--- src/design/dtd_pkg.sv ---
// What this block does
// (RULE1) table entry address is the device number times four, a two-place left shift
// (RULE2) table starts at octal 14; lower locations never hold entries
// (RULE3) table ends at octal 1777, so at most 253 four-word entries
// (RULE4) lowest device number is 3; numbers 0, 1 and 2 are refused; the channel service path still grants them but skips the table read
// (RULE5) entry is four words: three absolute addresses, then an interrupt flag word
// (RULE6) word one points at the channel program; multiplexed channels advance it
// (RULE7) word two holds the start of the controller's interrupt routine
// (RULE8) word three holds the address of the controller's data area
// (RULE9) flag word four is never touched by the dispatch path
// (RULE10) start instruction commands the controller to run its channel program
// (RULE11) four direct instructions each move one word with the stack top word
// (RULE12) competing channel service requests are settled by fixed hardware priority
// (RULE13) start instruction loads word one with the channel program start address
// (RULE14) device number is an eight-bit field so every entry fits the table
package dtd_pkg;

	// table geometry, octal 14 and octal 1777
	localparam logic [15:0] TABLE_BASE = 16'h000C;
	localparam logic [15:0] TABLE_TOP  = 16'h03FF;
	localparam logic [7:0]  DEV_MIN    = 8'h03;
	localparam int          ENTRY_WORDS = 4;

	// word offsets inside one entry
	localparam logic [1:0] W_PROG  = 2'h0;
	localparam logic [1:0] W_ROUT  = 2'h1;
	localparam logic [1:0] W_DATA  = 2'h2;
	localparam logic [1:0] W_FLAG  = 2'h3;

	// instruction codes on the dispatch port
	localparam logic [2:0] OP_START = 3'h0;
	localparam logic [2:0] OP_READ  = 3'h1;
	localparam logic [2:0] OP_WRITE = 3'h2;
	localparam logic [2:0] OP_TEST  = 3'h3;
	localparam logic [2:0] OP_CTRL  = 3'h4;

	// direct operation codes toward the controller
	localparam logic [1:0] DIR_READ  = 2'h0;
	localparam logic [1:0] DIR_WRITE = 2'h1;
	localparam logic [1:0] DIR_TEST  = 2'h2;
	localparam logic [1:0] DIR_CTRL  = 2'h3;

	// channel service slots, slot 0 is highest priority
	localparam int          SVC_SLOTS = 8;
	localparam logic [15:0] PROG_STEP = 16'h0001;

	typedef enum logic [2:0] {
		S_IDLE     = 3'h0,
		S_START_WR = 3'h1,
		S_DIR_WAIT = 3'h2,
		S_INT_ROUT = 3'h3,
		S_INT_DATA = 3'h4,
		S_SVC_RD   = 3'h5,
		S_SVC_WR   = 3'h6
	} dtd_state_t;

	typedef struct packed {
		dtd_state_t  st;
		logic [7:0]  dev;
		logic        mux;
		logic        io_ready;
		logic        io_done;
		logic        io_err;
		logic [15:0] io_result;
		logic        mem_req;
		logic        mem_we;
		logic [15:0] mem_addr;
		logic [15:0] mem_wdata;
		logic [7:0]  ctl_dev;
		logic        ctl_start;
		logic        ctl_direct;
		logic [1:0]  ctl_direct_op;
		logic [15:0] ctl_wdata;
		logic [7:0]  svc_grant;
		logic        svc_valid;
		logic [15:0] svc_word;
		logic        int_ready;
		logic        int_done;
		logic        int_err;
		logic [15:0] int_routine_start;
		logic [15:0] int_data_area_pointer;
	} dtd_regs_t;

endpackage

--- src/design/dtd_prio_arb.sv ---
`timescale 1ns/100ps
module dtd_prio_arb #(
	parameter int N = 8
) (
	// requests, index 0 wins
	input  wire logic [N-1:0]         req,
	// result
	output logic                      any,
	output logic [$clog2(N)-1:0]      idx
);

	// scan from the top down so the lowest index is the one left standing
	always_comb begin
		any = 1'b0;
		idx = '0;
		for (int i = N - 1; i >= 0; i--) begin
			if (req[i]) begin
				any = 1'b1;
				idx = ($clog2(N))'(i); // [RULE12]
			end
		end
	end

endmodule

--- src/design/dtd_dispatch.sv ---
`timescale 1ns/100ps
module dtd_dispatch (
	// clock and reset
	input  wire logic                     clk,
	input  wire logic                     rst,
	// instruction port from the processor
	input  wire logic                     io_valid,
	input  wire logic [2:0]               io_op,
	input  wire logic [7:0]               io_dev,
	input  wire logic [15:0]              io_stack_top_word,
	input  wire logic [15:0]              io_prog_start,
	output logic                          io_ready,
	output logic                          io_done,
	output logic                          io_err,
	output logic [15:0]                   io_result,
	// memory port toward the entry table
	output logic                          mem_req,
	output logic                          mem_we,
	output logic [15:0]                   mem_addr,
	output logic [15:0]                   mem_wdata,
	input  wire logic [15:0]              mem_rdata,
	input  wire logic                     mem_ack,
	// controller command port
	output logic [7:0]                    ctl_dev,
	output logic                          ctl_start,
	output logic                          ctl_direct,
	output logic [1:0]                    ctl_direct_op,
	output logic [15:0]                   ctl_wdata,
	input  wire logic [15:0]              ctl_rdata,
	input  wire logic                     ctl_ack,
	// channel program service
	input  wire logic [dtd_pkg::SVC_SLOTS-1:0]      svc_req,
	input  wire logic [dtd_pkg::SVC_SLOTS-1:0][7:0] svc_dev,
	input  wire logic [dtd_pkg::SVC_SLOTS-1:0]      svc_mux,
	output logic [dtd_pkg::SVC_SLOTS-1:0] svc_grant,
	output logic                          svc_valid,
	output logic [15:0]                   svc_word,
	// interrupt entry lookup
	input  wire logic                     int_req,
	input  wire logic [7:0]               int_dev,
	output logic                          int_ready,
	output logic                          int_done,
	output logic                          int_err,
	output logic [15:0]                   int_routine_start,
	output logic [15:0]                   int_data_area_pointer
);
	import dtd_pkg::*;

	dtd_regs_t r_ff;
	dtd_regs_t nxt_r;
	logic      svc_any;
	logic [2:0] svc_idx;
	logic      io_take;
	logic      int_take;
	logic      svc_take;

	// entry address: device number shifted two places, word offset in the low bits
	function automatic logic [15:0] entry_addr(input logic [7:0] d, input logic [1:0] w);
		return {6'h00, d, w}; // [RULE1] [RULE3] [RULE5] [RULE14]
	endfunction

	dtd_prio_arb #(
		.N   (SVC_SLOTS)
	) u_arb (
		.req (svc_req),
		.any (svc_any),
		.idx (svc_idx)
	);

	// instruction beats interrupt lookup, which beats channel service
	assign io_take  = (r_ff.st == S_IDLE) && io_valid && r_ff.io_ready;
	assign int_take = (r_ff.st == S_IDLE) && !io_take && int_req && r_ff.int_ready;
	assign svc_take = (r_ff.st == S_IDLE) && !io_take && !int_take && svc_any;

	// next state; pulses fall back to zero every cycle
	always_comb begin
		nxt_r = r_ff;
		nxt_r.io_done    = 1'b0;
		nxt_r.io_err     = 1'b0;
		nxt_r.ctl_start  = 1'b0;
		nxt_r.ctl_direct = 1'b0;
		nxt_r.svc_grant  = '0;
		nxt_r.svc_valid  = 1'b0;
		nxt_r.int_done   = 1'b0;
		nxt_r.int_err    = 1'b0;
		unique case (r_ff.st)
			S_IDLE: begin
				if (io_take) begin
					nxt_r.dev = io_dev;
					if (io_dev < DEV_MIN || io_op > OP_CTRL) begin
						nxt_r.io_err = 1'b1; // [RULE4] [RULE2]
					end else if (io_op == OP_START) begin
						// program pointer is written before the controller is told to go
						nxt_r.mem_req   = 1'b1;
						nxt_r.mem_we    = 1'b1;
						nxt_r.mem_addr  = entry_addr(io_dev, W_PROG); // [RULE13] [RULE6]
						nxt_r.mem_wdata = io_prog_start;
						nxt_r.io_ready  = 1'b0;
						nxt_r.int_ready = 1'b0;
						nxt_r.st        = S_START_WR;
					end else begin
						// direct path never touches the table
						nxt_r.ctl_dev    = io_dev;
						nxt_r.ctl_direct = 1'b1; // [RULE11]
						nxt_r.ctl_wdata  = io_stack_top_word;
						nxt_r.io_ready   = 1'b0;
						nxt_r.int_ready  = 1'b0;
						nxt_r.st         = S_DIR_WAIT;
						unique case (io_op)
							OP_READ:  nxt_r.ctl_direct_op = DIR_READ;
							OP_WRITE: nxt_r.ctl_direct_op = DIR_WRITE;
							OP_TEST:  nxt_r.ctl_direct_op = DIR_TEST;
							default:  nxt_r.ctl_direct_op = DIR_CTRL;
						endcase
					end
				end else if (int_take) begin
					nxt_r.dev = int_dev;
					if (int_dev < DEV_MIN) begin
						nxt_r.int_err = 1'b1; // [RULE4]
					end else begin
						nxt_r.mem_req   = 1'b1;
						nxt_r.mem_we    = 1'b0;
						nxt_r.mem_addr  = entry_addr(int_dev, W_ROUT); // [RULE7]
						nxt_r.io_ready  = 1'b0;
						nxt_r.int_ready = 1'b0;
						nxt_r.st        = S_INT_ROUT;
					end
				end else if (svc_take) begin
					// device numbers below the minimum are the channel side's fault; grant them but skip the table read
					nxt_r.svc_grant[svc_idx] = 1'b1; // [RULE12]
					nxt_r.dev = svc_dev[svc_idx];
					nxt_r.mux = svc_mux[svc_idx];
					if (svc_dev[svc_idx] >= DEV_MIN) begin
						nxt_r.mem_req   = 1'b1;
						nxt_r.mem_we    = 1'b0;
						nxt_r.mem_addr  = entry_addr(svc_dev[svc_idx], W_PROG); // [RULE6]
						nxt_r.io_ready  = 1'b0;
						nxt_r.int_ready = 1'b0;
						nxt_r.st        = S_SVC_RD;
					end
				end
			end
			S_START_WR: begin
				if (mem_ack) begin
					nxt_r.mem_req   = 1'b0;
					nxt_r.mem_we    = 1'b0;
					nxt_r.ctl_dev   = r_ff.dev;
					nxt_r.ctl_start = 1'b1; // [RULE10]
					nxt_r.io_done   = 1'b1;
					nxt_r.io_ready  = 1'b1;
					nxt_r.int_ready = 1'b1;
					nxt_r.st        = S_IDLE;
				end
			end
			S_DIR_WAIT: begin
				if (ctl_ack) begin
					nxt_r.io_result = ctl_rdata; // [RULE11]
					nxt_r.io_done   = 1'b1;
					nxt_r.io_ready  = 1'b1;
					nxt_r.int_ready = 1'b1;
					nxt_r.st        = S_IDLE;
				end
			end
			S_INT_ROUT: begin
				if (mem_ack) begin
					nxt_r.int_routine_start = mem_rdata; // [RULE7]
					nxt_r.mem_addr = entry_addr(r_ff.dev, W_DATA); // [RULE8]
					nxt_r.st       = S_INT_DATA;
				end
			end
			S_INT_DATA: begin
				if (mem_ack) begin
					nxt_r.int_data_area_pointer = mem_rdata; // [RULE8]
					nxt_r.mem_req   = 1'b0;
					nxt_r.int_done  = 1'b1;
					nxt_r.io_ready  = 1'b1;
					nxt_r.int_ready = 1'b1;
					nxt_r.st        = S_IDLE;
				end
			end
			S_SVC_RD: begin
				if (mem_ack) begin
					nxt_r.svc_word  = mem_rdata;
					nxt_r.svc_valid = 1'b1;
					if (r_ff.mux) begin
						// write back the advanced pointer; selector channels keep their own
						nxt_r.mem_we    = 1'b1;
						nxt_r.mem_wdata = mem_rdata + PROG_STEP; // [RULE6]
						nxt_r.st        = S_SVC_WR;
					end else begin
						nxt_r.mem_req   = 1'b0;
						nxt_r.io_ready  = 1'b1;
						nxt_r.int_ready = 1'b1;
						nxt_r.st        = S_IDLE;
					end
				end
			end
			S_SVC_WR: begin
				if (mem_ack) begin
					nxt_r.mem_req   = 1'b0;
					nxt_r.mem_we    = 1'b0;
					nxt_r.io_ready  = 1'b1;
					nxt_r.int_ready = 1'b1;
					nxt_r.st        = S_IDLE;
				end
			end
			default: begin
				// unused code, recover to idle
				nxt_r.mem_req   = 1'b0;
				nxt_r.mem_we    = 1'b0;
				nxt_r.io_ready  = 1'b1;
				nxt_r.int_ready = 1'b1;
				nxt_r.st        = S_IDLE;
			end
		endcase
	end

	// whole state in one register; ready lines come up high out of reset
	always_ff @(posedge clk or posedge rst) begin
		if (rst) begin
			r_ff           <= '0;
			r_ff.io_ready  <= 1'b1;
			r_ff.int_ready <= 1'b1;
		end else begin
			r_ff <= nxt_r;
		end
	end

	// outputs straight from the state register
	assign io_ready              = r_ff.io_ready;
	assign io_done               = r_ff.io_done;
	assign io_err                = r_ff.io_err;
	assign io_result             = r_ff.io_result;
	assign mem_req               = r_ff.mem_req;
	assign mem_we                = r_ff.mem_we;
	assign mem_addr              = r_ff.mem_addr;
	assign mem_wdata             = r_ff.mem_wdata;
	assign ctl_dev               = r_ff.ctl_dev;
	assign ctl_start             = r_ff.ctl_start;
	assign ctl_direct            = r_ff.ctl_direct;
	assign ctl_direct_op         = r_ff.ctl_direct_op;
	assign ctl_wdata             = r_ff.ctl_wdata;
	assign svc_grant             = r_ff.svc_grant;
	assign svc_valid             = r_ff.svc_valid;
	assign svc_word              = r_ff.svc_word;
	assign int_ready             = r_ff.int_ready;
	assign int_done              = r_ff.int_done;
	assign int_err               = r_ff.int_err;
	assign int_routine_start     = r_ff.int_routine_start;
	assign int_data_area_pointer = r_ff.int_data_area_pointer;
endmodule

--- config.mk ---
export PLATFORM = sky130hd
export DESIGN_NAME = dtd_dispatch
export DESIGN_NICKNAME = d
export VERILOG_FILES = /design/src/design/dtd_pkg.sv /design/src/design/dtd_prio_arb.sv /design/src/design/dtd_dispatch.sv
export SDC_FILE = /design/constraint.sdc
export NUM_CORES = 1
export LEC_CHECK = 0
export BUFFER_PORTS_ARGS = -buffer_cell sky130_fd_sc_hd__buf_2
export CAP_MARGIN = 0
export CORE_MARGIN = 8
export CORE_UTILIZATION = 23
export CTS_CLUSTER_SIZE = 28
export DETAILED_ROUTE_END_ITERATION = 16
export GPL_TIMING_DRIVEN = 0
export RECOVER_POWER = 25
export SYNTH_ARGS = -nofsm -noshare
export SYNTH_HDL_FRONTEND = slang
export SYNTH_HIERARCHICAL = 1
export SYNTH_SLANG_ARGS = --single-unit
--- constraint.sdc ---
create_clock -name clk -period 5.5 [get_ports clk]
set_clock_uncertainty 0.15 [all_clocks]
set_input_delay 0.55 -clock clk [delete_from_list [all_inputs] [get_ports clk]]
set_output_delay 0.55 -clock clk [all_outputs]
set_load 0.03 [all_outputs]
# ---- After elaboration in Yosys (flattened, before gate mapping)
# Cells that the tools add are included.
dict set report word_totals {
  reg_bits 153
  latchBits 0
  ramBits 0
  rom_bits 0
  inputBits 169
  out_inout_bits 141
  wordCells 197
  mem_count 0
}
dict set report classes {
  n_addsub 1
  multipliers 0
  n_div 0
  magnitude_cmp 6
  n_eq_ne 28
  shift 0
  n_mux 94
  n_bitwise 7
  reduce_logical 37
}
# cell count
set op_table {}
lappend op_table {{$mux W18} 6}
lappend op_table {{$pmux W16 S2} 2}
lappend op_table {{$mux W19} 3}
lappend op_table {{$mux W16} 3}
lappend op_table {{$mux W3} 16}
lappend op_table {{$mux W42} 1}
lappend op_table {{$mux W8} 5}
lappend op_table {{$mux W1} 34}
lappend op_table {{$mux W34} 1}
lappend op_table {{$reduce_and A10 Y1} 3}
lappend op_table {{$mux W27} 1}
lappend op_table {{$bmux W8 S3} 1}
lappend op_table {{$mux W24} 1}
lappend op_table {{$mux W11} 2}
lappend op_table {{$ne A2 B2 Y1 const B} 10}
lappend op_table {{$mux W17} 1}
lappend op_table {{$add A16 B1 Y16 const B} 1}
lappend op_table {{$lt A8 B2 Y1 const B} 2}
lappend op_table {{$pmux W8 S2} 1}
lappend op_table {{$pmux W3 S5} 1}
lappend op_table {{$mux W13} 1}
lappend op_table {{$eq A3 B2 Y1 const B} 4}
lappend op_table {{$pmux W1 S6} 2}
lappend op_table {{$mux W2} 5}
lappend op_table {{34 further kinds} 66}

# ---- Longest topological paths before layout
dict set report logic_depth {
  depth_word 16
  depth_mapped 12
  depth_no_buf 9
}

# ---- Hierarchy
# Netlist, hierarchy kept.
# mod instances cells_each area_each_um2 seq_area_each_um2
set by_module_without_submodules {}
lappend by_module_without_submodules {dtd_dispatch 1 754 8044.0 3681.0}
lappend by_module_without_submodules {dtd_prio_arb 1 13 80.1 0.0}

# ---- Worst setup path before layout
# No wires, ideal clock.
dict set report synth_timing {
  kind {input to register}
  start {in svc_req[5] in the netlist's numbering}
  end {reg r_ff, in the netlist mem_addr[0]}
  setup_time_ps 125
  t_arrival_ps 2972
  required_ps 5225
  setup_slack_ps 2253
  cell_stages 12
  path_buffers 3
  path_cell_list {nor2_1 o21ai_0 a211oi_1 buf_6 buf_12 mux4_2 mux2i_4 o311ai_2 nor3_4 or3_1 buf_6 mux2_4}
}
dict set report synth_via {
  elab_chain_len 11
  word_cells_on_any_way 19
  cone_classes {order compare (1); eq/ne (2); mux (14); reduce/logical (2)}
}
# element line
set synth_rtl {}
lappend synth_rtl {{start: declaration} dtd_dispatch.sv:32} ;# input wire logic [dtd_pkg::SVC_SLOTS-1:0] svc_req,
lappend synth_rtl {{$mux W3 (6 in series)} dtd_prio_arb.sv:17} ;# if (req[i]) begin
lappend synth_rtl {{net svc_idx[1]} dtd_dispatch.sv:52} ;# logic [2:0] svc_idx;
lappend synth_rtl {{$bmux W8 S3} dtd_dispatch.sv:133} ;# if (svc_dev[svc_idx] >= DEV_MIN) begin
lappend synth_rtl {{$mux W8 (implied by the code)} dtd_dispatch.sv:133}
lappend synth_rtl {{$ge A8 B2 Y1} dtd_dispatch.sv:133}
lappend synth_rtl {{$ne A4 B3 Y1 (no line)} n/a}
lappend synth_rtl {{$reduce_and A7 Y1 (no line)} n/a}
lappend synth_rtl {{end signal: assignment} dtd_dispatch.sv:225} ;# r_ff <= nxt_r;
lappend synth_rtl {{end: declaration} dtd_dispatch.sv:49} ;# dtd_regs_t r_ff;
# The timed path passes the listed nets, and every way through them passes these cells. The select of a mux whose other input is x is not followed.
# A chain may end at the register's enable or synchronous reset.

# ---- Final worst setup path
dict set report layout_timing {
  start {in svc_req[3] in the netlist's numbering}
  end {reg r_ff, in the netlist mem_addr[7]}
}
dict set report layout_via {
  elab_chain_len 11
  word_cells_on_any_way 20
  cone_classes {order compare (1); eq/ne (2); mux (15); reduce/logical (2)}
}
# element line
set layout_rtl {}
lappend layout_rtl {{$mux W3 (*) (4 in series)} dtd_prio_arb.sv:17}
lappend layout_rtl {{net svc_idx[2]} dtd_dispatch.sv:52}
lappend layout_rtl {{$bmux W8 S3 (*)} {dtd_dispatch.sv:133, dtd_dispatch.sv:136}}
lappend layout_rtl {{$mux W8 (implied by the code) (*)} {dtd_dispatch.sv:133, dtd_dispatch.sv:136}}
lappend layout_rtl {{branches (longest 5 deep; another with $ge A8 B2 Y1)} n/a}
# Mark *: on every way through the listed nets, which the timed path passes. The select of a mux whose other input is x is not followed.

==> run summary <==
Status -> finished with violations
Failing checks -> max-capacitance violations, max-slew violations
P_sw -> 0.00274 W
Number of vias per cell -> 4.34
Post-DR wirelength/cell -> 17.8 um
DRC viols -> 0
Initial antenna violation count -> 4
RD Place Congestion -> 0.823
Die W -> 204 um
Post-CTS Setup Bufs -> 0
Area share of the largest cell type after synthesis -> 0.447
Sum Neg Setup Slack -> 0 ns
Antenna viol nets, final -> 0
Root Buffer -> clkbuf_16
Post-cts resize count -> 0
Logic pwr share -> 0.520
Synth cell types -> 63
Final std cells w/o fill -> 1,569
Synth Register Bits -> 147
Tot GR Track Use -> 0.132
Max FO, Critical Path -> 10
Worst Setup Start Kind -> input port
Vias post-DR -> 6,810
Clk pwr share -> 0.194
Pre-CTS WS -> 1.50 ns
Hold_buf cts -> 0
Placeable Area -> 35,100 sq um
Drt first-iter violations -> 334
Worst path max stage delay -> 0.45 ns
Layout filler cell count -> 3,699
Final #Nets -> 1,264
Worst Path Buf+Inv -> 3
Clock buffer depth -> 2
Warnings from Yosys -> 6
Total Wirelength -> 27,900 um
Data required, critical path -> 5.66 ns
Endpoints failing hold -> 0
CP top delay family -> simple AND/OR/NAND/NOR gates
Unrepaired setup endpoints after global routing -> no
Die Ht -> 204 um
Top-count cell post-synth -> dfrtp_1
Sw Share -> 0.421
Mapped Area -> 8120 sq um
Final slew viol count -> 71
Critical path, cell by cell -> buf_2 -> nor4_2 -> nor2b_1 -> clkbuf_1 -> mux4_2 -> mux2i_1 -> nand3_1 -> nor3_4 -> or3_1 -> buf_6 -> mux2_4
HP Class -> input port to register
Final setup fails -> 0
Number of buffers created by CTS -> 17
Flop pwr share -> 0.286
Port bufs -> 301
Die ar. -> 41,600 sq um
Placed insts -> 1,536
Final period util -> 0.657
Top cells by area, synth -> dfrtp_1 (45%), buf_4 (12%), mux2_2 (7.6%)
First-pass GRT wire length -> 42,400 um
Vias in the first global route -> 7,307
Post-DP HPWL -> 22,400 um
Sink Count -> 147
Synth Area per Inst -> 10.6 sq um
CP Class -> input port to register
Peak Freq -> 0.277 GHz
# Max-Cap Violations -> 1
Leakage Power -> 5.46 nW
CTS tree -> done
Minimum clock period -> 3.62 ns
Slowest cell on crit path -> nor2b_1
Share of cells above drive strength 1 -> 0.512
Initial Utilization -> 0.231
Setup crit end kind -> register
Final worst slack -> 1.88 ns
Clock-pin transition on the worst setup and hold timing paths -> 0.07 ns
Max-slew headroom -> -1.24
Ys async rst share -> 1.00
Critical path arrival -> 3.77 ns
Pre-Repair DR Iteration Count -> 5
# IOs -> 310
Top cells by count, synth -> dfrtp_1 (145), buf_4 (131), nand2_1 (105)
Post-synth EDFFs -> 0
Sequential area share after synthesis -> 0.453
Power Density -> 596 nW/um^2
Worst Max-Slew Pin Slew -> 3.34 ns
Mapped Cells -> 767
Cell taking the most area after synthesis -> dfrtp_1
Total grt overflow -> 0
CTS HTree Levels -> 4
Post-layout util -> 0.310
Worst skew pair latency -> 0.42 ns
Worst VDD drop -> 0.307 mV
Std-Cell Rows -> 69
Synth-to-Final Area Change -> 34.2%
Internal power -> 0.00376 W
Largest net degree at the start of global routing -> 78
Power Total -> 0.00650 W
Dominant synthesized flop cell -> dfrtp_1
area by class of cell:
type	instances	area (sq um)	area share
sequential	147	3680	0.338
multi-input combinational	454	3290	0.302
timing repair buffer	303	1550	0.142
buffer	161	1140	0.104
tap	461	577	0.0529
clock buffer	20	457	0.0419
clock inverter	12	169	0.0155
inverter	10	38.8	0.00356
antenna	1	2.50	0.000230
registers in the layout (all words and copies together), names as in the netlist:
| register | count |
|---|---|
| int_err | 1 |
| svc_word | 16 |
| ctl_direct | 1 |
| int_data_area_pointer | 16 |
| ctl_start | 1 |
| io_err | 1 |
| ctl_direct_op | 2 |
| io_result | 16 |
| mem_we | 1 |
| svc_valid | 1 |
| int_ready | 1 |
| mem_wdata | 16 |
| ctl_wdata | 16 |
| svc_grant | 8 |
| r_ff | 12 |
| mem_addr | 10 |
| int_routine_start | 16 |
| ctl_dev | 8 |
| io_done | 1 |
| mem_req | 1 |
| int_done | 1 |
| io_ready | 1 |
power groups by stage:
stage / sequential, W / combinational, W / clock (W)
floorplan: 0.00184 / 0.00253 / 0
global placement: 0.00185 / 0.00339 / 0
detailed placement: 0.00188 / 0.00343 / 0
CTS: 0.00186 / 0.00343 / 0.00130
global route: 0.00193 / 0.00364 / 0.00135
finish: 0.00186 / 0.00338 / 0.00126
per-stage QoR:
stage / hold WS, ns / area, sq um
floorplan: 0.297 / 8140
global placement: 0.313 / 10200
detailed placement: 0.315 / 10300
CTS: 0.0842 / 10900
global route: 0.139 / 10900
finish: 0.161 / 10900
worst register-to-register path, stage by stage, from the launching register on:
cell      delay [ns]
dfrtp_1         0.41
nor2b_1         0.39
and2_1          0.18
buf_2           0.29
nand2_1         0.34
inv_2           0.31
o221ai_1        0.36
clkbuf_1        0.35
nand2_1         0.13
o21ai_1         0.07
placed cells by master (no fill, tap or decap), drive strengths merged, types with 3 or more instances in the layout:
cell / n
buf: 448
dfrtp: 145
nand2: 105
mux2: 77
o21ai: 46
nor2: 37
clkbuf: 36
a211oi: 19
a21oi: 16
mux4: 16
nor3: 15
inv: 15
mux2i: 14
o22ai: 12
nand3: 11
a22oi: 10
xnor2: 9
or3: 7
nor2b: 6
conb: 6
a22o: 4
xor2: 4
a21o: 4
nor4: 4
nand2b: 3
and3: 3
bufinv: 3
clkinvlp: 3
kinds of logic (layout without fill, tap and decap cells):
group / Yosys count / in the layout / synth area share
compound gates: 124 / 124 / 0.0970
xor+xnor: 13 / 13 / 0.0140
simple gates: 203 / 203 / 0.114
flops: 147 / 147 / 0.453
buf+inv: 171 / 506 / 0.145
other cells: 1 / 7 / 0.000462
fa+ha+maj: 1 / 1 / 0.00154
mux: 107 / 107 / 0.175
path summary, 6_finish.rpt:
path / start / endpoint / slack, ns / cells past startpoint
max: svc_req[3] / mem_addr[7]$_DFFE_PP0P_ / 1.88 / 11
min: int_dev[7] / int_err$_DFF_PP0_ / 0.16 / 2
max reg2reg: r_ff[151]$_DFFE_PP0P_ / mem_wdata[13]$_DFFE_PP0P_ / 2.38 / 9
min reg2reg: mem_wdata[10]$_DFFE_PP0P_ / mem_wdata[10]$_DFFE_PP0P_ / 0.33 / 1
max in group asynchronous: rst / int_data_area_pointer[12]$_DFFE_PP0P_ / 2.72 / 2
min in group asynchronous: rst / io_result[3]$_DFFE_PP0P_ / 0.92 / 2
layer usage:
| layer | wire, um | track usage | vias up |
|---|---|---|---|
| li1 | - | - | 3202 |
| met1 | 11100 | 0.151 | 3295 |
| met2 | 14000 | 0.230 | 283 |
| met3 | 2470 | 0.0479 | 26 |
| met4 | 328 | 0.0373 | 4 |
| met5 | 18 | 0 | - |
Power figures use the tool's default switching activity.
